[src/core/cfgt_pkg.sv]
// constants and types of the gate timing block
package cfgt_pkg;

	// ----------------------------------------
	// clock and timing
	// ----------------------------------------
	localparam int CLK_PERIOD_NS  = 100;
	localparam int WAKE_NS        = 2200;
	localparam int ZC_TIMEOUT_NS  = 2200;
	localparam int LH_FIXED_NS    = 40;
	localparam int ZC_TO_HIGH_NS  = 50;
	localparam int BLANK_GND_NS   = 130;
	localparam int BLANK_REF_NS   = 200;
	localparam int MIN_ON_GND_NS  = 65;
	localparam int MIN_ON_REF_NS  = 90;
	localparam int CSF_REF_NS     = 2000;
	localparam int CSF_GND_NS     = 1000;

	// least times round up, longest times round down
	localparam logic [7:0] WAKE_CYC       = 8'((WAKE_NS + CLK_PERIOD_NS - 1) / CLK_PERIOD_NS);
	localparam logic [7:0] ZC_TIMEOUT_CYC = 8'(ZC_TIMEOUT_NS / CLK_PERIOD_NS);
	localparam logic [7:0] LH_FIXED_CYC   = 8'((LH_FIXED_NS + CLK_PERIOD_NS - 1) / CLK_PERIOD_NS);
	localparam logic [7:0] ZC_TO_HIGH_CYC = 8'((ZC_TO_HIGH_NS + CLK_PERIOD_NS - 1) / CLK_PERIOD_NS);
	localparam logic [7:0] BLANK_GND_CYC  = 8'((BLANK_GND_NS + CLK_PERIOD_NS - 1) / CLK_PERIOD_NS);
	localparam logic [7:0] BLANK_REF_CYC  = 8'((BLANK_REF_NS + CLK_PERIOD_NS - 1) / CLK_PERIOD_NS);
	localparam logic [7:0] MIN_ON_GND_CYC = 8'((MIN_ON_GND_NS + CLK_PERIOD_NS - 1) / CLK_PERIOD_NS);
	localparam logic [7:0] MIN_ON_REF_CYC = 8'((MIN_ON_REF_NS + CLK_PERIOD_NS - 1) / CLK_PERIOD_NS);
	localparam logic [7:0] CSF_REF_CYC    = 8'(CSF_REF_NS / CLK_PERIOD_NS);
	localparam logic [7:0] CSF_GND_CYC    = 8'(CSF_GND_NS / CLK_PERIOD_NS);

	// dead time extension: full deficit code adds 40 percent
	localparam logic [4:0] DEFICIT_MAX    = 5'h10;
	localparam logic [7:0] EXT_DIVISOR    = 8'h28;

	// ----------------------------------------
	// register map
	// ----------------------------------------
	localparam int          WB_AW          = 8;
	localparam logic [7:0]  ADDR_CTRL      = 8'h00;
	localparam logic [7:0]  ADDR_PULSES    = 8'h04;
	localparam logic [7:0]  ADDR_BURST_OFF = 8'h08;
	localparam logic [7:0]  ADDR_LOW_ON    = 8'h0c;
	localparam logic [7:0]  ADDR_HIGH_BASE = 8'h10;
	localparam logic [7:0]  ADDR_TZ_MIN    = 8'h14;
	localparam logic [7:0]  ADDR_DEFICIT   = 8'h18;
	localparam logic [7:0]  ADDR_STATUS    = 8'h1c;

	localparam int CTRL_RUN       = 0;
	localparam int CTRL_BURST     = 1;
	localparam int CTRL_LOW_POWER = 2;
	localparam int CTRL_STANDBY   = 3;

	localparam int ST_RELEASED    = 0;
	localparam int ST_STRAP       = 1;
	localparam int ST_IN_FAULT    = 2;
	localparam int ST_CS_FAULT    = 3;
	localparam int ST_BIAS_FAULT  = 4;
	localparam int ST_OV_FAULT    = 5;
	localparam int ST_STATE_LSB   = 8;
	localparam int ST_HS_ON_LSB   = 16;

	localparam logic [3:0] CTRL_RST       = 4'h0;
	localparam logic [7:0] PULSES_RST     = 8'h04;
	localparam logic [7:0] BURST_OFF_RST  = 8'h64;
	localparam logic [7:0] LOW_ON_RST     = 8'h05;
	localparam logic [7:0] HIGH_BASE_RST  = 8'h04;
	localparam logic [7:0] TZ_MIN_RST     = 8'h02;
	localparam logic [4:0] DEFICIT_RST    = 5'h00;

	// ----------------------------------------
	// pin inputs, each passes a two stage synchroniser
	// ----------------------------------------
	localparam int PIN_ABOVE_ON   = 0;
	localparam int PIN_BELOW_OFF  = 1;
	localparam int PIN_STRAP      = 2;
	localparam int PIN_DEMAG_LOW  = 3;
	localparam int PIN_BIAS_BAD   = 4;
	localparam int PIN_BIAS_OV    = 5;
	localparam int PIN_ZERO_CROSS = 6;
	localparam int PIN_ZVS_HIT    = 7;
	localparam int PIN_CS_TRIP    = 8;
	localparam int NPINS          = 9;

	typedef enum logic [3:0] {
		S_LOCKOUT,
		S_PATH_OPEN,
		S_IDLE,
		S_WAKE,
		S_ZC_WAIT,
		S_LOW_ON,
		S_DEAD_LH,
		S_HIGH_ON,
		S_DEAD_HL,
		S_FAULT
	} cfgt_state_t;

endpackage : cfgt_pkg

[src/core/cfgt_timing_if.sv]
// timing set from strap sampler to sequencer
`timescale 1ns/10ps
interface cfgt_timing_if;
	logic       sample;
	logic       strap_high;
	logic [7:0] blank_cyc;
	logic [7:0] min_on_cyc;
	logic [7:0] csf_cyc;

	modport provider (input sample, output strap_high, output blank_cyc, output min_on_cyc, output csf_cyc);
	modport consumer (output sample, input strap_high, input blank_cyc, input min_on_cyc, input csf_cyc);
endinterface : cfgt_timing_if

[src/core/cfgt_timing_set.sv]
// strap capture and per-strap timing selection
`timescale 1ns/10ps
module cfgt_timing_set
	import cfgt_pkg::*;
(
	input  wire logic      clk,
	input  wire logic      rst_n,
	input  wire logic      strap_sync,
	input  wire logic      demag_low_sync,
	cfgt_timing_if.provider tif
);
	logic strap_q;
	logic strap_d;
	logic demag_q;
	logic demag_d;

	always_comb
	begin
		strap_d = strap_q;
		demag_d = demag_q;
		if (tif.sample)
		begin
			strap_d = strap_sync;
			demag_d = demag_low_sync;
		end
	end

	always_ff @(posedge clk)
	begin
		if (!rst_n)
		begin
			strap_q <= 1'b0;
			demag_q <= 1'b0;
		end
		else
		begin
			strap_q <= strap_d;
			demag_q <= demag_d;
		end
	end

	assign tif.strap_high = strap_q;
	assign tif.blank_cyc  = strap_q ? BLANK_REF_CYC : BLANK_GND_CYC;
	assign tif.min_on_cyc = strap_q ? MIN_ON_REF_CYC : MIN_ON_GND_CYC;
	assign tif.csf_cyc    = (strap_q || !demag_q) ? CSF_REF_CYC : CSF_GND_CYC;
endmodule : cfgt_timing_set

[src/core/cfgt_gate_timing.sv]
// gate timing, power-path sequencing and registers
// Functional notes
// - open both startup switches at turn-on
// - then connect regulator to gate bias pin
// - zvs threshold 4 V grounded, 9 V strapped
// - bias pin fault at startup or overvoltage
// - programmable high-to-low transition wait
// - lengthen high-to-low wait at low bulk
// - tune high-side on-time each cycle except the last of a burst packet, which skips the high-to-low wait
// - driver enable high while driver operates
// - drop driver enable between burst packets
// - 2.2 us wake-up before first pulse
// - first pulse on zero cross or timeout
// - blank current sense 130/200 ns
// - minimum low-side on-time in low power
// - current sense fault on long on-time
// - lockout release and return thresholds
// - linear dead time extension up to 140%
// - high side 50 ns after zero cross, strapped only (code adds no ZC_TO_HIGH_CYC wait); grounded uses the fixed 40 ns low-to-high wait
`timescale 1ns/10ps
module cfgt_gate_timing
	import cfgt_pkg::*;
(
	input  wire logic                      CLK,
	input  wire logic                      RESETN,
	input  wire logic                      WB_CYC_I,
	input  wire logic                      WB_STB_I,
	input  wire logic                      WB_WE_I,
	input  wire logic [cfgt_pkg::WB_AW-1:0] WB_ADR_I,
	input  wire logic [3:0]                WB_SEL_I,
	input  wire logic [31:0]               WB_DAT_I,
	output logic      [31:0]               WB_DAT_O,
	output logic                           WB_ACK_O,
	input  wire logic                      SUPPLY_ABOVE_ON,
	input  wire logic                      SUPPLY_BELOW_OFF,
	input  wire logic                      STRAP_HIGH,
	input  wire logic                      DEMAG_RES_LOW,
	input  wire logic                      GATE_BIAS_BAD,
	input  wire logic                      GATE_BIAS_OVERVOLTAGE,
	input  wire logic                      AUX_ZERO_CROSS_DETECT,
	input  wire logic                      ZVS_THRESHOLD_REACHED,
	input  wire logic                      SENSE_TRIP,
	output logic                           STARTUP_SWITCH_NODE_CLOSE,
	output logic                           STARTUP_GATE_BIAS_CLOSE,
	output logic                           REGULATOR_CONNECT,
	output logic                           ZVS_TUNE_THRESHOLD_HIGH,
	output logic                           DRIVER_ENABLE,
	output logic                           LOW_SIDE_GATE_CMD,
	output logic                           HIGH_SIDE_GATE_CMD
);
	// ----------------------------------------
	// input synchronisers
	// ----------------------------------------
	logic [NPINS-1:0] pins;
	logic [NPINS-1:0] meta_q;
	logic [NPINS-1:0] sync_q;

	assign pins = {SENSE_TRIP, ZVS_THRESHOLD_REACHED, AUX_ZERO_CROSS_DETECT, GATE_BIAS_OVERVOLTAGE,
		GATE_BIAS_BAD, DEMAG_RES_LOW, STRAP_HIGH, SUPPLY_BELOW_OFF, SUPPLY_ABOVE_ON};

	genvar gi;
	generate
		for (gi = 0; gi < NPINS; gi++)
		begin : g_sync
			always_ff @(posedge CLK)
			begin
				if (!RESETN)
				begin
					meta_q[gi] <= 1'b0;
					sync_q[gi] <= 1'b0;
				end
				else
				begin
					meta_q[gi] <= pins[gi];
					sync_q[gi] <= meta_q[gi];
				end
			end
		end
	endgenerate

	// ----------------------------------------
	// strap timing set
	// ----------------------------------------
	cfgt_timing_if tif ();

	cfgt_timing_set u_timing_set (
		.clk            (CLK),
		.rst_n          (RESETN),
		.strap_sync     (sync_q[PIN_STRAP]),
		.demag_low_sync (sync_q[PIN_DEMAG_LOW]),
		.tif            (tif.provider)
	);

	// ----------------------------------------
	// registers and bus slave
	// ----------------------------------------
	logic [3:0]  ctrl_q, ctrl_d;
	logic [7:0]  pulses_q, pulses_d;
	logic [7:0]  burst_off_q, burst_off_d;
	logic [7:0]  low_on_q, low_on_d;
	logic [7:0]  high_base_q, high_base_d;
	logic [7:0]  tz_min_q, tz_min_d;
	logic [4:0]  deficit_q, deficit_d;
	logic        cs_flag_q, cs_flag_d;
	logic        bias_flag_q, bias_flag_d;
	logic        ov_flag_q, ov_flag_d;
	logic        ack_q, ack_d;
	logic [31:0] rdata_q, rdata_d;
	logic        wr_en;
	logic [31:0] status;

	// sequencer signals used by the register group
	cfgt_state_t state_q, state_d;
	logic        released_q, released_d;
	logic [7:0]  hs_on_q, hs_on_d;
	logic        cs_event;
	logic        bias_event;
	logic        ov_event;

	assign wr_en = WB_CYC_I && WB_STB_I && WB_WE_I && !ack_q;

	always_comb
	begin
		status = 32'h0;
		status[ST_RELEASED] = released_q;
		status[ST_STRAP] = tif.strap_high;
		status[ST_IN_FAULT] = (state_q == S_FAULT);
		status[ST_CS_FAULT] = cs_flag_q;
		status[ST_BIAS_FAULT] = bias_flag_q;
		status[ST_OV_FAULT] = ov_flag_q;
		status[ST_STATE_LSB +: 4] = state_q;
		status[ST_HS_ON_LSB +: 8] = hs_on_q;
	end

	always_comb
	begin
		ctrl_d = ctrl_q;
		pulses_d = pulses_q;
		burst_off_d = burst_off_q;
		low_on_d = low_on_q;
		high_base_d = high_base_q;
		tz_min_d = tz_min_q;
		deficit_d = deficit_q;
		cs_flag_d = cs_flag_q;
		bias_flag_d = bias_flag_q;
		ov_flag_d = ov_flag_q;
		ack_d = WB_CYC_I && WB_STB_I && !ack_q;
		rdata_d = 32'h0;
		if (wr_en && WB_SEL_I[0])
		begin
			if (WB_ADR_I == ADDR_CTRL)
				ctrl_d = WB_DAT_I[3:0];
			else if (WB_ADR_I == ADDR_PULSES)
				pulses_d = WB_DAT_I[7:0];
			else if (WB_ADR_I == ADDR_BURST_OFF)
				burst_off_d = WB_DAT_I[7:0];
			else if (WB_ADR_I == ADDR_LOW_ON)
				low_on_d = WB_DAT_I[7:0];
			else if (WB_ADR_I == ADDR_HIGH_BASE)
				high_base_d = WB_DAT_I[7:0];
			else if (WB_ADR_I == ADDR_TZ_MIN)
				tz_min_d = WB_DAT_I[7:0];
			else if (WB_ADR_I == ADDR_DEFICIT)
				deficit_d = (WB_DAT_I[4:0] > DEFICIT_MAX) ? DEFICIT_MAX : WB_DAT_I[4:0];
			else if (WB_ADR_I == ADDR_STATUS)
			begin
				cs_flag_d = cs_flag_q && !WB_DAT_I[ST_CS_FAULT];
				bias_flag_d = bias_flag_q && !WB_DAT_I[ST_BIAS_FAULT];
				ov_flag_d = ov_flag_q && !WB_DAT_I[ST_OV_FAULT];
			end
		end
		// hardware set wins over a same-cycle clear
		if (cs_event)
			cs_flag_d = 1'b1;
		if (bias_event)
			bias_flag_d = 1'b1;
		if (ov_event)
			ov_flag_d = 1'b1;
		if (WB_CYC_I && WB_STB_I && !WB_WE_I && !ack_q)
		begin
			if (WB_ADR_I == ADDR_CTRL)
				rdata_d = {28'h0, ctrl_q};
			else if (WB_ADR_I == ADDR_PULSES)
				rdata_d = {24'h0, pulses_q};
			else if (WB_ADR_I == ADDR_BURST_OFF)
				rdata_d = {24'h0, burst_off_q};
			else if (WB_ADR_I == ADDR_LOW_ON)
				rdata_d = {24'h0, low_on_q};
			else if (WB_ADR_I == ADDR_HIGH_BASE)
				rdata_d = {24'h0, high_base_q};
			else if (WB_ADR_I == ADDR_TZ_MIN)
				rdata_d = {24'h0, tz_min_q};
			else if (WB_ADR_I == ADDR_DEFICIT)
				rdata_d = {27'h0, deficit_q};
			else if (WB_ADR_I == ADDR_STATUS)
				rdata_d = status;
			else
				rdata_d = 32'h0;
		end
	end

	always_ff @(posedge CLK)
	begin
		if (!RESETN)
		begin
			ctrl_q <= CTRL_RST;
			pulses_q <= PULSES_RST;
			burst_off_q <= BURST_OFF_RST;
			low_on_q <= LOW_ON_RST;
			high_base_q <= HIGH_BASE_RST;
			tz_min_q <= TZ_MIN_RST;
			deficit_q <= DEFICIT_RST;
			cs_flag_q <= 1'b0;
			bias_flag_q <= 1'b0;
			ov_flag_q <= 1'b0;
			ack_q <= 1'b0;
			rdata_q <= 32'h0;
		end
		else
		begin
			ctrl_q <= ctrl_d;
			pulses_q <= pulses_d;
			burst_off_q <= burst_off_d;
			low_on_q <= low_on_d;
			high_base_q <= high_base_d;
			tz_min_q <= tz_min_d;
			deficit_q <= deficit_d;
			cs_flag_q <= cs_flag_d;
			bias_flag_q <= bias_flag_d;
			ov_flag_q <= ov_flag_d;
			ack_q <= ack_d;
			rdata_q <= rdata_d;
		end
	end

	assign WB_ACK_O = ack_q;
	assign WB_DAT_O = rdata_q;

	// ----------------------------------------
	// gate sequencer
	// ----------------------------------------
	logic [7:0]  cnt_q, cnt_d;
	logic [7:0]  left_q, left_d;
	logic        bias_bad_q, bias_bad_d;
	logic        path_sws_q, path_sws_d;
	logic        path_gate_q, path_gate_d;
	logic        reg_conn_q, reg_conn_d;
	logic        drv_en_q, drv_en_d;
	logic        low_q, low_d;
	logic        high_q, high_d;
	logic        zvs_high_q, zvs_high_d;
	logic [12:0] ext_prod;
	logic [8:0]  tz_sum;
	logic [7:0]  tz_cyc;
	logic        no_high;
	logic        burst;
	logic        low_end;
	logic        zc;

	assign ext_prod = tz_min_q * deficit_q;
	assign tz_sum   = {1'b0, tz_min_q} + 9'(ext_prod / EXT_DIVISOR);
	assign tz_cyc   = tz_sum[8] ? 8'hff : tz_sum[7:0];
	assign no_high  = ctrl_q[CTRL_LOW_POWER] || ctrl_q[CTRL_STANDBY];
	assign burst    = ctrl_q[CTRL_BURST] || no_high;
	assign zc       = sync_q[PIN_ZERO_CROSS];
	assign tif.sample = (state_q == S_LOCKOUT) && released_q;
	assign low_end  = ((sync_q[PIN_CS_TRIP] && cnt_q >= tif.blank_cyc) || cnt_q + 8'h01 >= low_on_q)
		&& (!no_high || cnt_q + 8'h01 >= tif.min_on_cyc);

	always_comb
	begin
		state_d = state_q;
		cnt_d = cnt_q + 8'h01;
		left_d = left_q;
		hs_on_d = hs_on_q;
		bias_bad_d = bias_bad_q;
		cs_event = 1'b0;
		bias_event = 1'b0;
		ov_event = 1'b0;
		released_d = released_q ? !sync_q[PIN_BELOW_OFF] : sync_q[PIN_ABOVE_ON];
		if (!ctrl_q[CTRL_RUN])
			hs_on_d = high_base_q;
		case (state_q)
			S_LOCKOUT:
			begin
				// bias pin open or shorted during startup
				bias_bad_d = bias_bad_q || sync_q[PIN_BIAS_BAD];
				if (released_q)
					state_d = S_PATH_OPEN;
			end
			S_PATH_OPEN:
			begin
				if (bias_bad_q)
				begin
					bias_event = 1'b1;
					state_d = S_FAULT;
				end
				else
					state_d = S_IDLE;
			end
			S_IDLE:
			begin
				if (ctrl_q[CTRL_RUN] && cnt_q >= burst_off_q)
				begin
					state_d = S_WAKE;
					cnt_d = 8'h0;
					left_d = pulses_q;
				end
			end
			S_WAKE:
			begin
				if (cnt_q + 8'h01 >= WAKE_CYC)
				begin
					state_d = S_ZC_WAIT;
					cnt_d = 8'h0;
				end
			end
			S_ZC_WAIT:
			begin
				if (zc || cnt_q + 8'h01 >= ZC_TIMEOUT_CYC)
				begin
					state_d = S_LOW_ON;
					cnt_d = 8'h0;
				end
			end
			S_LOW_ON:
			begin
				if (cnt_q + 8'h01 >= tif.csf_cyc && !low_end)
				begin
					cs_event = 1'b1;
					state_d = S_FAULT;
				end
				else if (low_end)
				begin
					cnt_d = 8'h0;
					left_d = left_q - 8'h01;
					if (!no_high)
						state_d = S_DEAD_LH;
					else if (burst && left_q <= 8'h01)
						state_d = S_IDLE;
					else
						state_d = S_ZC_WAIT;
				end
			end
			S_DEAD_LH:
			begin
				if (!tif.strap_high && cnt_q + 8'h01 >= LH_FIXED_CYC)
				begin
					state_d = S_HIGH_ON;
					cnt_d = 8'h0;
				end
				else if (tif.strap_high && (zc || cnt_q + 8'h01 >= ZC_TIMEOUT_CYC))
				begin
					state_d = S_HIGH_ON;
					cnt_d = 8'h0;
				end
			end
			S_HIGH_ON:
			begin
				if (cnt_q + 8'h01 >= hs_on_q)
				begin
					cnt_d = 8'h0;
					state_d = (burst && left_q == 8'h0) ? S_IDLE : S_DEAD_HL;
				end
			end
			S_DEAD_HL:
			begin
				// wait for the switch node to fall
				if (cnt_q + 8'h01 >= tz_cyc)
				begin
					state_d = S_LOW_ON;
					cnt_d = 8'h0;
					// lengthen on-time on a miss, trim on a hit
					if (!sync_q[PIN_ZVS_HIT] && hs_on_q != 8'hff)
						hs_on_d = hs_on_q + 8'h01;
					else if (sync_q[PIN_ZVS_HIT] && hs_on_q > 8'h01)
						hs_on_d = hs_on_q - 8'h01;
				end
			end
			S_FAULT:
			begin
				cnt_d = 8'h0;
			end
			default:
			begin
				state_d = S_LOCKOUT;
			end
		endcase
		if (state_q != S_LOCKOUT && state_q != S_PATH_OPEN && state_q != S_FAULT && sync_q[PIN_BIAS_OV])
		begin
			ov_event = 1'b1;
			state_d = S_FAULT;
		end
		// run off ends the packet at once
		if (!ctrl_q[CTRL_RUN] && state_q != S_FAULT && state_q != S_LOCKOUT && state_q != S_PATH_OPEN)
			state_d = S_IDLE;
		if (state_d == S_IDLE && state_q != S_IDLE)
			cnt_d = 8'h0;
		else if (state_q == S_IDLE && cnt_q == 8'hff)
			cnt_d = cnt_q;
		if (!released_q)
		begin
			state_d = S_LOCKOUT;
			cnt_d = 8'h0;
		end
		if (state_q != S_LOCKOUT)
			bias_bad_d = 1'b0;
		// startup switches closed only in lockout
		path_sws_d = (state_d == S_LOCKOUT);
		path_gate_d = (state_d == S_LOCKOUT);
		// regulator joins one cycle after the switches open
		reg_conn_d = (state_d != S_LOCKOUT) && (state_d != S_PATH_OPEN);
		zvs_high_d = tif.strap_high;
		// driver enable and both gate commands low in lockout or fault
		drv_en_d = (state_d == S_WAKE) || (state_d == S_ZC_WAIT) || (state_d == S_LOW_ON)
			|| (state_d == S_DEAD_LH) || (state_d == S_HIGH_ON) || (state_d == S_DEAD_HL)
			|| (state_d == S_IDLE && !burst && ctrl_q[CTRL_RUN] && state_q != S_PATH_OPEN);
		low_d = (state_d == S_LOW_ON);
		high_d = (state_d == S_HIGH_ON);
	end

	always_ff @(posedge CLK)
	begin
		if (!RESETN)
		begin
			state_q <= S_LOCKOUT;
			released_q <= 1'b0;
			cnt_q <= 8'h0;
			left_q <= 8'h0;
			hs_on_q <= HIGH_BASE_RST;
			bias_bad_q <= 1'b0;
			path_sws_q <= 1'b1;
			path_gate_q <= 1'b1;
			reg_conn_q <= 1'b0;
			zvs_high_q <= 1'b0;
			drv_en_q <= 1'b0;
			low_q <= 1'b0;
			high_q <= 1'b0;
		end
		else
		begin
			state_q <= state_d;
			released_q <= released_d;
			cnt_q <= cnt_d;
			left_q <= left_d;
			hs_on_q <= hs_on_d;
			bias_bad_q <= bias_bad_d;
			path_sws_q <= path_sws_d;
			path_gate_q <= path_gate_d;
			reg_conn_q <= reg_conn_d;
			zvs_high_q <= zvs_high_d;
			drv_en_q <= drv_en_d;
			low_q <= low_d;
			high_q <= high_d;
		end
	end

	assign STARTUP_SWITCH_NODE_CLOSE = path_sws_q;
	assign STARTUP_GATE_BIAS_CLOSE   = path_gate_q;
	assign REGULATOR_CONNECT         = reg_conn_q;
	assign ZVS_TUNE_THRESHOLD_HIGH   = zvs_high_q;
	assign DRIVER_ENABLE             = drv_en_q;
	assign LOW_SIDE_GATE_CMD         = low_q;
	assign HIGH_SIDE_GATE_CMD        = high_q;
endmodule : cfgt_gate_timing

[config.mk]
export PLATFORM = sky130hd
export DESIGN_NAME = cfgt_gate_timing
export DESIGN_NICKNAME = d
export VERILOG_FILES = /design/src/core/cfgt_pkg.sv /design/src/core/cfgt_timing_if.sv /design/src/core/cfgt_timing_set.sv /design/src/core/cfgt_gate_timing.sv
export SDC_FILE = /design/constraint.sdc
export NUM_CORES = 1
export LEC_CHECK = 0
export BUFFER_PORTS_ARGS = -buffer_cell sky130_fd_sc_hd__buf_2
export CORE_AREA = 2 2 135 137
export DETAILED_ROUTE_END_ITERATION = 10
export DIE_AREA = 0 0 137 139
export PLACE_DENSITY = 0.77
export SLEW_MARGIN = 10
export SYNTH_ARGS = -nofsm -noshare
export SYNTH_HDL_FRONTEND = slang
export SYNTH_SLANG_ARGS = --single-unit
[constraint.sdc]
create_clock -name CLK -period 9.4 [get_ports CLK]
set_clock_uncertainty 0.1 [all_clocks]
set_input_delay 0.47 -clock CLK [delete_from_list [all_inputs] [get_ports CLK]]
set_output_delay 0.47 -clock CLK [all_outputs]
set_load 0.03 [all_outputs]
### Word-level counts from Yosys, hierarchy flattened

Cells that the tools add are included.

| cells by class | value |
|---|---|
| divide/modulo/power cells | 1 |
| mux-type cells | 84 |
| eq/ne operators | 54 |
| magnitude comparators | 11 |
| add/sub/neg operators | 5 |
| multiply operators | 1 |
| reductions and logical operators | 88 |
| bitwise operators | 10 |

Operators by type and width:

| cell | number |
|---|---|
| two-way mux 8 bit | 24 |
| two-way mux 4 bit | 16 |
| one-hot mux 8 bit (8 select lines) | 1 |
| inequality test 2 bit, second input constant | 24 |
| >= comparator 8 bit | 5 |
| one-hot mux 4 bit (10 select lines) | 1 |
| two-way mux 1 bit | 36 |
| logical AND 1 bit | 33 |
| equality test 4 x 3 -> 1 bit, second input constant | 8 |
| equality test 8 x 5 -> 1 bit, second input constant | 4 |
| AND reduction 9 bit | 3 |
| equality test 4 x 2 -> 1 bit, second input constant | 5 |
| adder 8 x 1 -> 8 bit, second input constant | 2 |
| equality test 8 x 4 -> 1 bit, second input constant | 2 |
| logical NOT 8 bit | 2 |
| one-hot mux 8 bit (2 select lines) | 1 |
| subtractor 8 x 1 -> 8 bit, second input constant | 2 |
| nonzero test 2 bit | 7 |
| divider 13 x 6 -> 13 bit, second input constant | 1 |
| logical NOT 1 bit | 13 |
| logical OR 1 bit | 13 |
| multiplier 8 x 5 -> 13 bit | 1 |
| equality test 4 bit, second input constant | 3 |
| two-way mux 5 bit | 2 |
| other kinds (29) | 45 |

| word-level totals | value |
|---|---|
| register bits | 129 |
| logic and storage cells | 300 |
| output and inout port bits | 40 |
| bits of input ports | 58 |

### Longest topological paths before layout

Gate-level depths: netlist of run 1.

| logic depth | value |
|---|---|
| word-level depth | 18 |
| mapped depth | 51 |
| gate-level depth less buffers | 46 |

### Modules after synthesis

From an unflattened synthesis of run 1, not the netlist that was laid out.

| unflattened totals | value |
|---|---|
| cells, all modules | 1232 |
| area, all modules | 10022.1 um^2 |

By module, submodules not included:

| module | times used | sequential area each (um^2) | area each (um^2) | cells each |
|---|---|---|---|---|
| cfgt_gate_timing | 1 | 2542.4 | 9766.9 | 1200 |
| cfgt_timing_set | 1 | 40.0 | 255.2 | 32 |

### Worst setup path before layout of run 1

No wires, ideal clock.

| timing | value |
|---|---|
| path type | reg-to-reg |
| from | register deficit_q[4] |
| to | register drv_en_q (netlist: DRIVER_ENABLE) |
| arrival | 9483 ps |
| setup slack | -305 ps |
| buffers on the path | 3 |
| required time | 9178 ps |
| stages on the path, launching flop included | 47 |
| library setup time | 122 ps |
| period minus slack after synthesis | 9705 ps |
| path through | dfxtp_1 clkbuf_1 and2_1 fa_1 fa_1 inv_1 fa_1 inv_1 ha_1 nor4_1 nor3_2 and4_4 or3_4 o211ai_1 a21oi_1 or3_4 clkbuf_1 a211oi_1 [11 not listed] o21ai_0 nand2b_1 clkbuf_1 or2_2 ha_1 nand2b_1 a21o_1 a21o_1 a21o_1 a21o_1 a21oi_1 o21ai_0 nand3_1 o2111ai_1 o21bai_1 a22oi_1 o21ai_0 a221o_1 |

| between the ends | value |
|---|---|
| cells in the longest elaborated chain, start to end | 17 |
| elaborated cells between the ends (all ways) | 26 |
| classes of those cells | add/sub: 1; mul: 1; div: 1; order compare: 1; eq/ne: 7; mux: 6; reduce/logical: 9 |

RTL lines:

| item | RTL line | RTL |
|---|---|---|
| start, declared | cfgt_gate_timing.sv:103 | `logic [4:0] deficit_q, deficit_d;` |
| start signal, assigned | cfgt_gate_timing.sv:227 | `deficit_q <= deficit_d;` |
| multiplier 8 x 5 -> 13 bit * | cfgt_gate_timing.sv:260 | `assign ext_prod = tz_min_q * deficit_q;` |
| divider 13 x 6 -> 13 bit * | cfgt_gate_timing.sv:261 | `assign tz_sum = {1'b0, tz_min_q} + 9'(ext_prod / EXT_DIVISOR);` |
| adder 8 x 9 -> 9 bit * | cfgt_gate_timing.sv:261 |  |
| two-way mux 8 bit * | cfgt_gate_timing.sv:262 | `assign tz_cyc = tz_sum[8] ? 8'hff : tz_sum[7:0];` |
| >= comparator 8 bit * | cfgt_gate_timing.sv:369 | `if (cnt_q + 8'h01 >= tz_cyc)` |
| two-way mux 4 bit * | cfgt_gate_timing.sv:369 |  |
| one-hot mux 4 bit (10 select lines) * | cfgt_gate_timing.sv:283 | `case (state_q)` |
| two-way mux 4 bit * | cfgt_gate_timing.sv:389 | `if (state_q != S_LOCKOUT && state_q != S_PATH_OPEN && state_q != S_FAULT && sync_q[PIN_BIAS_OV])` |
| two-way mux 4 bit * | cfgt_gate_timing.sv:395 | `if (!ctrl_q[CTRL_RUN] && state_q != S_FAULT && state_q != S_LOCKOUT && state_q != S_PATH_OPEN)` |
| two-way mux 4 bit * | cfgt_gate_timing.sv:401 | `if (!released_q)` |
| equality test 4 x 2 -> 1 bit / equality test 4 x 3 -> 1 bit (equally long branches) | cfgt_gate_timing.sv:415 | `drv_en_d = (state_d == S_WAKE) \|\| (state_d == S_ZC_WAIT) \|\| (state_d == S_LOW_ON)` |
| logical OR 1 bit (2 in a row) | cfgt_gate_timing.sv:415 |  |
| logical OR 1 bit (3 in a row) | cfgt_gate_timing.sv:416 | `\|\| (state_d == S_DEAD_LH) \|\| (state_d == S_HIGH_ON) \|\| (state_d == S_DEAD_HL)` |
| logical OR 1 bit * | cfgt_gate_timing.sv:417 | `\|\| (state_d == S_IDLE && !burst && ctrl_q[CTRL_RUN] && state_q != S_PATH_OPEN);` |
| end signal, assigned | cfgt_gate_timing.sv:452 | `drv_en_q <= drv_en_d;` |
| end, declared | cfgt_gate_timing.sv:248 | `logic drv_en_q, drv_en_d;` |

Every way passes the cells marked *; elsewhere a longest branch is shown, timed or not.
A chain may end at the register's enable or synchronous reset.

### Worst setup path after layout of run 1

| timing | value |
|---|---|
| from | register deficit_q[2] |
| to | register cnt_q[6] |

| between the ends | value |
|---|---|
| cells in the longest elaborated chain, start to end | 12 |
| elaborated cells between the ends (all ways) | 14 |
| classes of those cells | add/sub: 1; mul: 1; div: 1; order compare: 1; eq/ne: 1; mux: 7; reduce/logical: 2 |

RTL lines:

| item | RTL line | RTL |
|---|---|---|
| multiplier 8 x 5 -> 13 bit * | cfgt_gate_timing.sv:260 |  |
| divider 13 x 6 -> 13 bit * | cfgt_gate_timing.sv:261 |  |
| adder 8 x 9 -> 9 bit * | cfgt_gate_timing.sv:261 |  |
| two-way mux 8 bit * | cfgt_gate_timing.sv:262 |  |
| >= comparator 8 bit * | cfgt_gate_timing.sv:369 |  |
| two-way mux 4 bit | cfgt_gate_timing.sv:369 |  |
| one-hot mux 4 bit (10 select lines) | cfgt_gate_timing.sv:283 |  |
| two-way mux 4 bit | cfgt_gate_timing.sv:389 |  |
| two-way mux 4 bit | cfgt_gate_timing.sv:395 |  |
| equality test 4 x 2 -> 1 bit | cfgt_gate_timing.sv:397 | `if (state_d == S_IDLE && state_q != S_IDLE)` |
| logical AND 1 bit | cfgt_gate_timing.sv:397 |  |
| OR reduction 3 bit (no line) | -- |  |
| end signal, assigned | cfgt_gate_timing.sv:444 | `cnt_q <= cnt_d;` |
| end, declared | cfgt_gate_timing.sv:242 | `logic [7:0] cnt_q, cnt_d;` |

Marked as above.

==> results, run 1 <==
- The final period utilization is 100.6%.
- A synthesized cell averages between 8 and 9 sq um.
- The layout net count is 1,446.
- Counting distinct cell types in the post-synthesis netlist gives just over 80.
- The number of cell rows is between 40 and 50.
- The analysis attributes to cell leakage a power of 5.282 nW.
- The wire length on met2 is ~14,000 microns.
- The detail route stage leaves a number of antenna-violating nets equal to 0.
- Dividing total power by cell area gives a power density of 110.8 nW/um^2.
- On the worst path, the slowest cell contributes a delay of 520 ps.
- The DRC violation total after the first TritonRoute iteration is approximately 680.
- The final number of hold-violating endpoints is 0.
- Of all nets on the critical path, the largest fanout is 8.
- The critical setup path kind is flip-flop to flip-flop.
- The clock period minus worst slack is roughly 9500 ps.
- In the final routing, the length of wire on met1 measures 11,080 microns.
- The number of pins exceeding their max-slew limit in the final report is 0.
- The max-cap check violation count is 0.
- Global routing consumed, over all layers together, between 20% and 30% of the routing resources.
- The tree built by TritonCTS fans out to ~130 sinks.
- Setup repair after global routing could not meet its margin everywhere.
- The worst hold path belongs to the class input port to flip-flop.
- The length of routed met3 wiring is ~1700 microns.
- The proportion of synthesized chip area in sequential cells is 27.33%.
- Detailed routing inserted a total of 9,236 vias.
- At the end of routability-driven placement, the weighted congestion stood at around 0.95.
- The critical path startpoint category is a flip-flop.
- The cell chosen for the clock root is sky130_fd_sc_hd__clkbuf_16.
- Relative to the synthesized area, the layout overhead comes to 26.08%.
- The floorplan step defined a die boundary enclosing between 15,000 and 20,000 sq um.
- The fraction of synthesized cell area taken by the top area cell type is between 20 and 30%.
- The worst setup path is captured at a flip-flop.
- The area taken by multi-input logic gates is between 6000 and 7000 sq um.
- For this run, the leading register cell type out of synthesis is sky130_fd_sc_hd__dfxtp_1.
- After clock tree synthesis, the clock-pin slew on the worst setup and hold paths is roughly 60 ps.
- The number of inserted filler cells in the final layout is between 1,000 and 1,500.
- The worst hold path depth is 2.
- The synthesized instance count is 1,155.
- Buffers inserted during clock tree synthesis total 17.
- The largest buffer count on any clock path is 2.
- The initial standard-cell utilization of the core is a little over half.
- By area the synthesized netlist is led by sky130_fd_sc_hd__dfxtp_1 27%, sky130_fd_sc_hd__ha_1 9.7%, sky130_fd_sc_hd__mux2i_1 5.5%.
- For this run, the number of standard cells in the final layout without fillers is around 1,500.
- The Yosys step of the flow raised 0 warnings.
- The cell area that synthesis handed to floorplanning was approximately 9500 sq um.
- The total negative setup slack is -369.6 ps.
- The data arrival time of the worst path is approximately 9700 ps.
- The final core utilization is roughly 67%.
- The run finished, with violations left.
- The total overflow reported by the global router is 0.
- The worst pin sits at a relative slew slack of 44.50%.
- The HPWL after detailed placement is about 19,000 microns.
- The count of port buffers added during placement is a little under 60.
- The cell count along the critical path is between 40 and 50.
- The number of cells traversed by the worst register-to-register path is 48.
- The slowest cell on the critical path is sky130_fd_sc_hd__or4_4.
- The final total power is 0.001320 W.
- At the worst endpoint, the required time is roughly 9600 ps.
- The number of iterations in the first detailed-routing pass is 8.
- Yosys mapped a number of flops with a built-in enable equal to 0.
- The floorplan step set the die width to 137 microns.
- The sequential cells in the finished layout cover a total of roughly 2600 sq um.
- IR analysis of the VDD net gives a maximum drop of about 0.14 mV.
- After detailed placement, the design holds a cell count of between 1,000 and 1,500.
- Summed over all layers, the routed wires come to 27,810 microns.
- The number of global-route vias before repair is just under 9,000.
- The worst-margin pin slew is 826.1 ps.
- The initial antenna violation count is 0.
- The highest metal layer carrying signal wires in the routed design is met4.
- The number of antenna diodes in the final layout is 0.
- Of all cell types, the one taking the most synthesized area is sky130_fd_sc_hd__dfxtp_1.
- The kind of cell with the highest combined delay along the critical path is compound AO/OA/AOI/OAI gates.
- The upper clock frequency limit is around 110 MHz.
- In this run, synthesis produced a sequential element count of 129.
- Dividing the detail-routed wire length by the instance count gives 18.08 microns.
- The async set-or-reset flop fraction in the synthesized netlist is 0%.
- In the routed layout, each cell is associated on average with a via count of around 6.
- For the worst-skew pair, the clock arrives at the later sink with an insertion delay of ~420 ps.
- The vertical die dimension is 139 microns.
- The area of the placeable core is between 15,000 and 20,000 sq um.
- The post-route worst hold slack is ~160 ps.
- The hold buffer count at cts is 0.
- The number of top-level pins is 98.
- The number of H-tree levels is 4.
- The count of unresolved DRC violations after routing is 0.
- The total buffers and inverters traversed by the critical path is 5.
- The largest net degree at the start of global routing is between 90 and 100.
- The count of final setup violators is 9.
- The global-route wire length before repair is around 44,000 microns.
- Of the cells placed in the final design, the portion with a size suffix greater than 1 is between 20% and 30%.
- The smallest setup slack after layout is -54.15 ps.
- The final reports fail on negative setup slack.
- TritonCTS built the clock tree.
-- through the flow --
| step | worst slack [ps] | instance area, sq um |
|---|---|---|
| 2_1_floorplan | 1.696 | 9532 |
| 3_3_place_gp | -229.8 | 10490 |
| 6_report | -54.15 | 11920 |
| 4_1_cts | 2.733 | 11380 |
| 3_5_place_dp | -432.2 | 10490 |
| 5_1_grt | -461.0 | 11920 |
-- state kept, by name, indices dropped and copies added, names as in the netlist, 4 cells and up --
name         cells
pulses_q         8
WB_DAT_O        20
meta_q           9
state_q          4
low_on_q         8
cnt_q            8
left_q           8
hs_on_q          8
ctrl_q           4
burst_off_q      8
high_base_q      8
sync_q           8
deficit_q        5
tz_min_q         8
-- layout make-up --
class | instances | share of cell area [%]
tap | 229 | 2.405
clock inverter | 12 | 1.523
multi-input combinational | 905 | 58.00
timing repair buffer | 180 | 10.37
sequential | 129 | 21.80
inverter | 63 | 1.985
clock buffer | 20 | 3.917
-- layer usage --
layer,vias up,GRT usage [%]
li1,4372,-
met1,4325,35.22
met2,435,48.65
met3,104,3.801
met4,0,11.88
met5,-,0
-- cell usage after synthesis (all sizes together), types with 9 or more instances --
| library cell | n |
|---|---|
| a211oi | 9 |
| a21boi | 14 |
| a21o | 24 |
| a21oi | 64 |
| a31oi | 12 |
| and2 | 68 |
| buf | 21 |
| clkbuf | 49 |
| dfxtp | 129 |
| fa | 19 |
| ha | 73 |
| inv | 62 |
| mux2i | 52 |
| nand2 | 102 |
| nand2b | 13 |
| nand3 | 27 |
| nand4 | 12 |
| nor2 | 78 |
| nor2b | 46 |
| nor3 | 34 |
| nor4 | 21 |
| o21ai | 60 |
| o22ai | 16 |
| or3 | 9 |
| xnor2 | 16 |
-- worst paths after layout --
path                                       start   endpoint  slack (ps)
worst min-delay path            SUPPLY_BELOW_OFF  meta_q[1]         160
worst max register to register      deficit_q[2]   cnt_q[6]         -50
worst min register to register         meta_q[0]  sync_q[0]         330
worst max-delay path                deficit_q[2]   cnt_q[6]         -50
-- cell usage in the layout (no fill, tap or decap), types with 7 or more instances in the layout --
master and n:
sky130_fd_sc_hd__a21boi_0 14, sky130_fd_sc_hd__a21o_1 24, sky130_fd_sc_hd__a21oi_1 50, sky130_fd_sc_hd__a21oi_2 13, sky130_fd_sc_hd__a31oi_1 11, sky130_fd_sc_hd__and2_1 61
sky130_fd_sc_hd__and3_1 7, sky130_fd_sc_hd__buf_2 58, sky130_fd_sc_hd__buf_4 114, sky130_fd_sc_hd__buf_6 8, sky130_fd_sc_hd__clkbuf_16 17, sky130_fd_sc_hd__conb_1 12
sky130_fd_sc_hd__dfxtp_1 123, sky130_fd_sc_hd__fa_1 18, sky130_fd_sc_hd__ha_1 65, sky130_fd_sc_hd__ha_4 7, sky130_fd_sc_hd__inv_1 60, sky130_fd_sc_hd__mux2i_1 52
sky130_fd_sc_hd__nand2_1 96, sky130_fd_sc_hd__nand2b_1 10, sky130_fd_sc_hd__nand3_1 24, sky130_fd_sc_hd__nand4_1 12, sky130_fd_sc_hd__nor2_1 73, sky130_fd_sc_hd__nor2b_1 44
sky130_fd_sc_hd__nor3_1 27, sky130_fd_sc_hd__nor3b_1 8, sky130_fd_sc_hd__nor4_1 18, sky130_fd_sc_hd__o21a_1 7, sky130_fd_sc_hd__o21ai_0 46, sky130_fd_sc_hd__o21ai_1 10
sky130_fd_sc_hd__o22ai_1 14, sky130_fd_sc_hd__xnor2_1 16, sky130_fd_sc_hd__xor2_1 7
-- repair_timing --
action / 4_1_cts / 5_1_grt
resized for setup: 44 / 84
gates cloned: 1 / 0
pin swaps: 27 / 67
setup endpoints to repair: 23 / 24
setup buffers: 8 / 21
-- power breakdown --
part           switching (W)  internal, W
Sequential        0.00000342     0.000551
Combinational      0.0000353    0.0000192
Clock               0.000246     0.000465
Total               0.000285      0.00104
-- logic make-up (layout without fill, tap and decap cells) --
family | Yosys count | in the layout | share of synthesized area (%)
compound gates | 272 | 272 | 19.25
xor+xnor | 23 | 23 | 2.132
fa+ha+maj | 94 | 94 | 13.91
buf+inv | 133 | 275 | 5.865
flops | 129 | 129 | 27.33
mux | 61 | 61 | 7.057
other cells | 1 | 12 | 0.03968
simple gates | 442 | 443 | 24.41
(Power assumes the default switching activity.)
==> inputs of run 2 (changes only) <==
Settings changed: CAP_MARGIN set to 20, CTS_BUF_LIST set to sky130_fd_sc_hd__clkbuf_16, MAX_ROUTING_LAYER set to met4.
==> run 2 against run 1 <==
Effect of this change: the flow now finishes without violations; sequential share of layout area increased by 0.39 points; first-iteration DRC count up 12%; critical path depth did not move; cell count down 0.59%; via count shrank 1.4%; setup slack improved by 75 ps; clock power shrank 11%; clock-buffer cell count down 3; largest power group unchanged; sequential power about the same; register-to-register slack gained 70 ps; non-clock buffer count fell by 7; wire length down 3.2%.
==> results, run 2 (synthesis results as in run 1) <==
- The kind of end point of the critical path is a flip-flop (unchanged).
- The count of non-filler cells in the finished layout came to 1,529 (was 1,538).
- The residual antenna-violating net count after detailed routing came to 0 (unchanged).
- The post-route worst hold slack was 153.4 ps (was 158.4 ps).
- The critical setup path kind is flip-flop to flip-flop (unchanged).
- The average via count per standard cell is 5.954 (was 6.005).
- The total overflow reported by the global router was 0 (unchanged).
- The CTS sink count is 129 (unchanged).
- The worst-case register-to-register setup slack is 20 ps (was -50 ps).
- The leakage power of the design was 5.199 nW (was 5.282 nW).
- The clock insertion delay at the later pin of the skew report is 420 ps (about the same).
- The number of H-tree levels was 4 (unchanged).
- By instance count, the cell type seen most on the critical path is sky130_fd_sc_hd__a21o_1.
- The count of port buffers added during placement is 58 (unchanged).
- The half-perimeter wire length after detailed placement came to 19,010 microns (was 19,180 microns).
- The most common cell after layout, fill and taps aside is sky130_fd_sc_hd__dfxtp_1 (unchanged).
- The count of final setup violators is 0 (was 9).
- The critical path startpoint category is a flip-flop (unchanged).
- Setup repair after global routing missed its margin: true (unchanged).
- The ratio of cells with drive above 1 in the final layout is 24.54% (was 25.36%).
- The cell chosen for the clock root is sky130_fd_sc_hd__clkbuf_16 (unchanged).
- The data arrival time of the worst path is 9590 ps (was 9650 ps).
- The combined global-route utilization of all metal layers is 28.51% (was 28.30%).
- The x dimension of the die was 137 microns (unchanged).
- The count of unresolved DRC violations after routing is 0 (unchanged).
- The upper clock frequency limit was 106.6 MHz (was 105.8 MHz).
- The total inserted antenna cells is 0 (unchanged).
- The flip-flop count of the largest register after layout is 20 (unchanged).
- The met1 layer usage reported by global route was 35.35% (was 35.22%).
- The post-CTS clock slew at the launch and capture registers of the worst setup and hold paths is 60 ps (about the same).
- The class of the tightest hold or removal check is input port to flip-flop (unchanged).
- The number of global-route vias before repair came to 8,524 (was 8,843).
- The layer with the highest usage was met2 (unchanged).
- The initial antenna violation count was 0 (unchanged).
- The required time at the endpoint of the critical path is 9610 ps (was 9600 ps).
- The relative slew slack is 35.50% (was 44.50%).
- The largest buffer count on any clock path is 2 (unchanged).
- The worst-margin pin slew is 960.1 ps (was 826.1 ps).
- The met2 capacity usage during global routing is 47.11% (was 48.65%).
- The total length of routed wires is 26,920 microns (was 27,810 microns).
- The vias after detailed routing is 9,104 (was 9,236).
- The maximum net fanout on the critical path was 8 (unchanged).
- The vertical die dimension is 139 microns (unchanged).
- The cell count after placement is 1,476 (was 1,477).
- The DRC violation total after the first TritonRoute iteration is 764 (was 684).
- Status: finished clean (was complete, but fails checks).
- The met3 routing resource usage after global routing is 3.801% (unchanged).
- The slowest cell on the critical path is sky130_fd_sc_hd__fa_1 (was sky130_fd_sc_hd__or4_4).
- The number of iterations in the first detailed-routing pass is 7 (was 8).
- The power per standard cell area was 106.3 nW/um^2 (was 110.8 nW/um^2).
- The layout net count is 1,438 (was 1,446).
- The final number of hold-violating endpoints is 0 (unchanged).
- The largest net degree at the start of global routing was 93 (unchanged).
- The number of top-level pins is 98 (unchanged).
- The initial standard-cell utilization of the core is 53.52% (unchanged).
- Highest-count cells in the layout ignoring fill and taps: 122 x sky130_fd_sc_hd__dfxtp_1, 104 x sky130_fd_sc_hd__buf_4, 98 x sky130_fd_sc_hd__nand2_1 (was 123 x sky130_fd_sc_hd__dfxtp_1, 114 x sky130_fd_sc_hd__buf_4, 96 x sky130_fd_sc_hd__nand2_1).
- The final weighted congestion in routability-driven placement was 0.9763 (was 0.9515).
- The largest stage delay on the critical path came to 550 ps (was 520 ps).
- The TritonCTS clock tree is yes (unchanged).
- The number of pins exceeding their max-slew limit in the final report came to 0 (unchanged).
- The clock period minus worst slack was 9380 ps (was 9454 ps).
- The final period utilization is 99.78% (was 100.6%).
- The worst IR drop on VDD is 0.1451 mV (was 0.1409 mV).
- The area enclosed by the die boundary is 19,040 sq um (unchanged).
- The post-detailed-placement cell area is 10,480 sq um (was 10,490 sq um).
- The final cell area excluding filler cells came to 11,710 sq um (was 11,920 sq um).
- The max-cap check violation count is 0 (unchanged).
- The total CTS buffers is 17 (unchanged).
- The number of cell rows was 49 (unchanged).
- The synthesis-to-layout area growth was 23.95% (was 26.08%).
- The mean routed wirelength per cell is 17.61 microns (was 18.08 microns).
- The area of the placeable core came to 17,660 sq um (unchanged).
- The global-route wire length before repair came to 42,410 microns (was 43,540 microns).
run 2: changes by cell type in the layout (fill, tap and decap cells not counted), moves of 3 or more:
cell                       before  now
sky130_fd_sc_hd__o21ai_1       10    5
sky130_fd_sc_hd__clkbuf_8       3    0
sky130_fd_sc_hd__clkinv_2       1    5
sky130_fd_sc_hd__buf_12         0    3
sky130_fd_sc_hd__buf_4        114  104
sky130_fd_sc_hd__o21ai_0       46   51
run 2: per-layer routing:
metal  up-vias  wire [microns]
met2       368           13490
met4         0             833
li1       4359               -
met3        79            1594
met1      4298           11000
met5         -               0
run 2: stage by stage:
step | setup TNS [ps] | setup WS [ps] | utilization (%) | power, W
floorplan | 0 | 1.696 | - | 0.0006035
global placement | -2617 | -235.3 | 59.38 | 0.0006180
detailed placement | -4363 | -365.3 | 59.38 | 0.0006187
CTS | 0 | 6.262 | 63.34 | 0.001248
global route | -5025 | -407.2 | 66.34 | 0.001277
finish | 0 | 20.40 | 66.34 | 0.001245
run 2: worst paths after layout:
check,from,end,cells after the start
worst max-delay path,deficit_q[4],cnt_q[1],48
worst min-delay path,STRAP_HIGH,meta_q[2],2
worst max register to register,deficit_q[4],cnt_q[1],48
worst min register to register,meta_q[4],sync_q[4],1
run 2: repair_timing:
item,4_1_cts,5_1_grt
buffers inserted,3,19
pin swaps,15,65
hold buffers,0,0
gates cloned,0,1
setup endpoints to repair,18,24
resized for setup,32,80
run 2: critical path: cells and delay by family, from the launching register on:
kind | cells | cell delay, ps
buffers and inverters | 5 | 700
and+or+nand+nor | 12 | 2040
DFF | 1 | 370
adders and majority gates | 8 | 2800
AOI/OAI and AO/OA | 23 | 3270
run 2: cell type report:
cell class	count	area [sq um]
Multi-Input combinational cell	904	6809
Fill cell	1394	5943
Sequential cell	129	2599
Timing Repair Buffer	173	1215
Clock buffer	17	425.4
Tap cell	229	286.5
Inverter	63	236.5
Clock inverter	14	142.6
run 2: power breakdown:
| group | switching, W | leakage (nW) | internal [W] | total (W) |
|---|---|---|---|---|
| logic | 0.0000362 | 3.88 | 0.0000194 | 0.0000556 |
| clock network | 0.000249 | 0.275 | 0.000387 | 0.000636 |
| registers | 0.00000331 | 1.05 | 0.000551 | 0.000554 |
| total | 0.000288 | 5.20 | 0.000957 | 0.00125 |
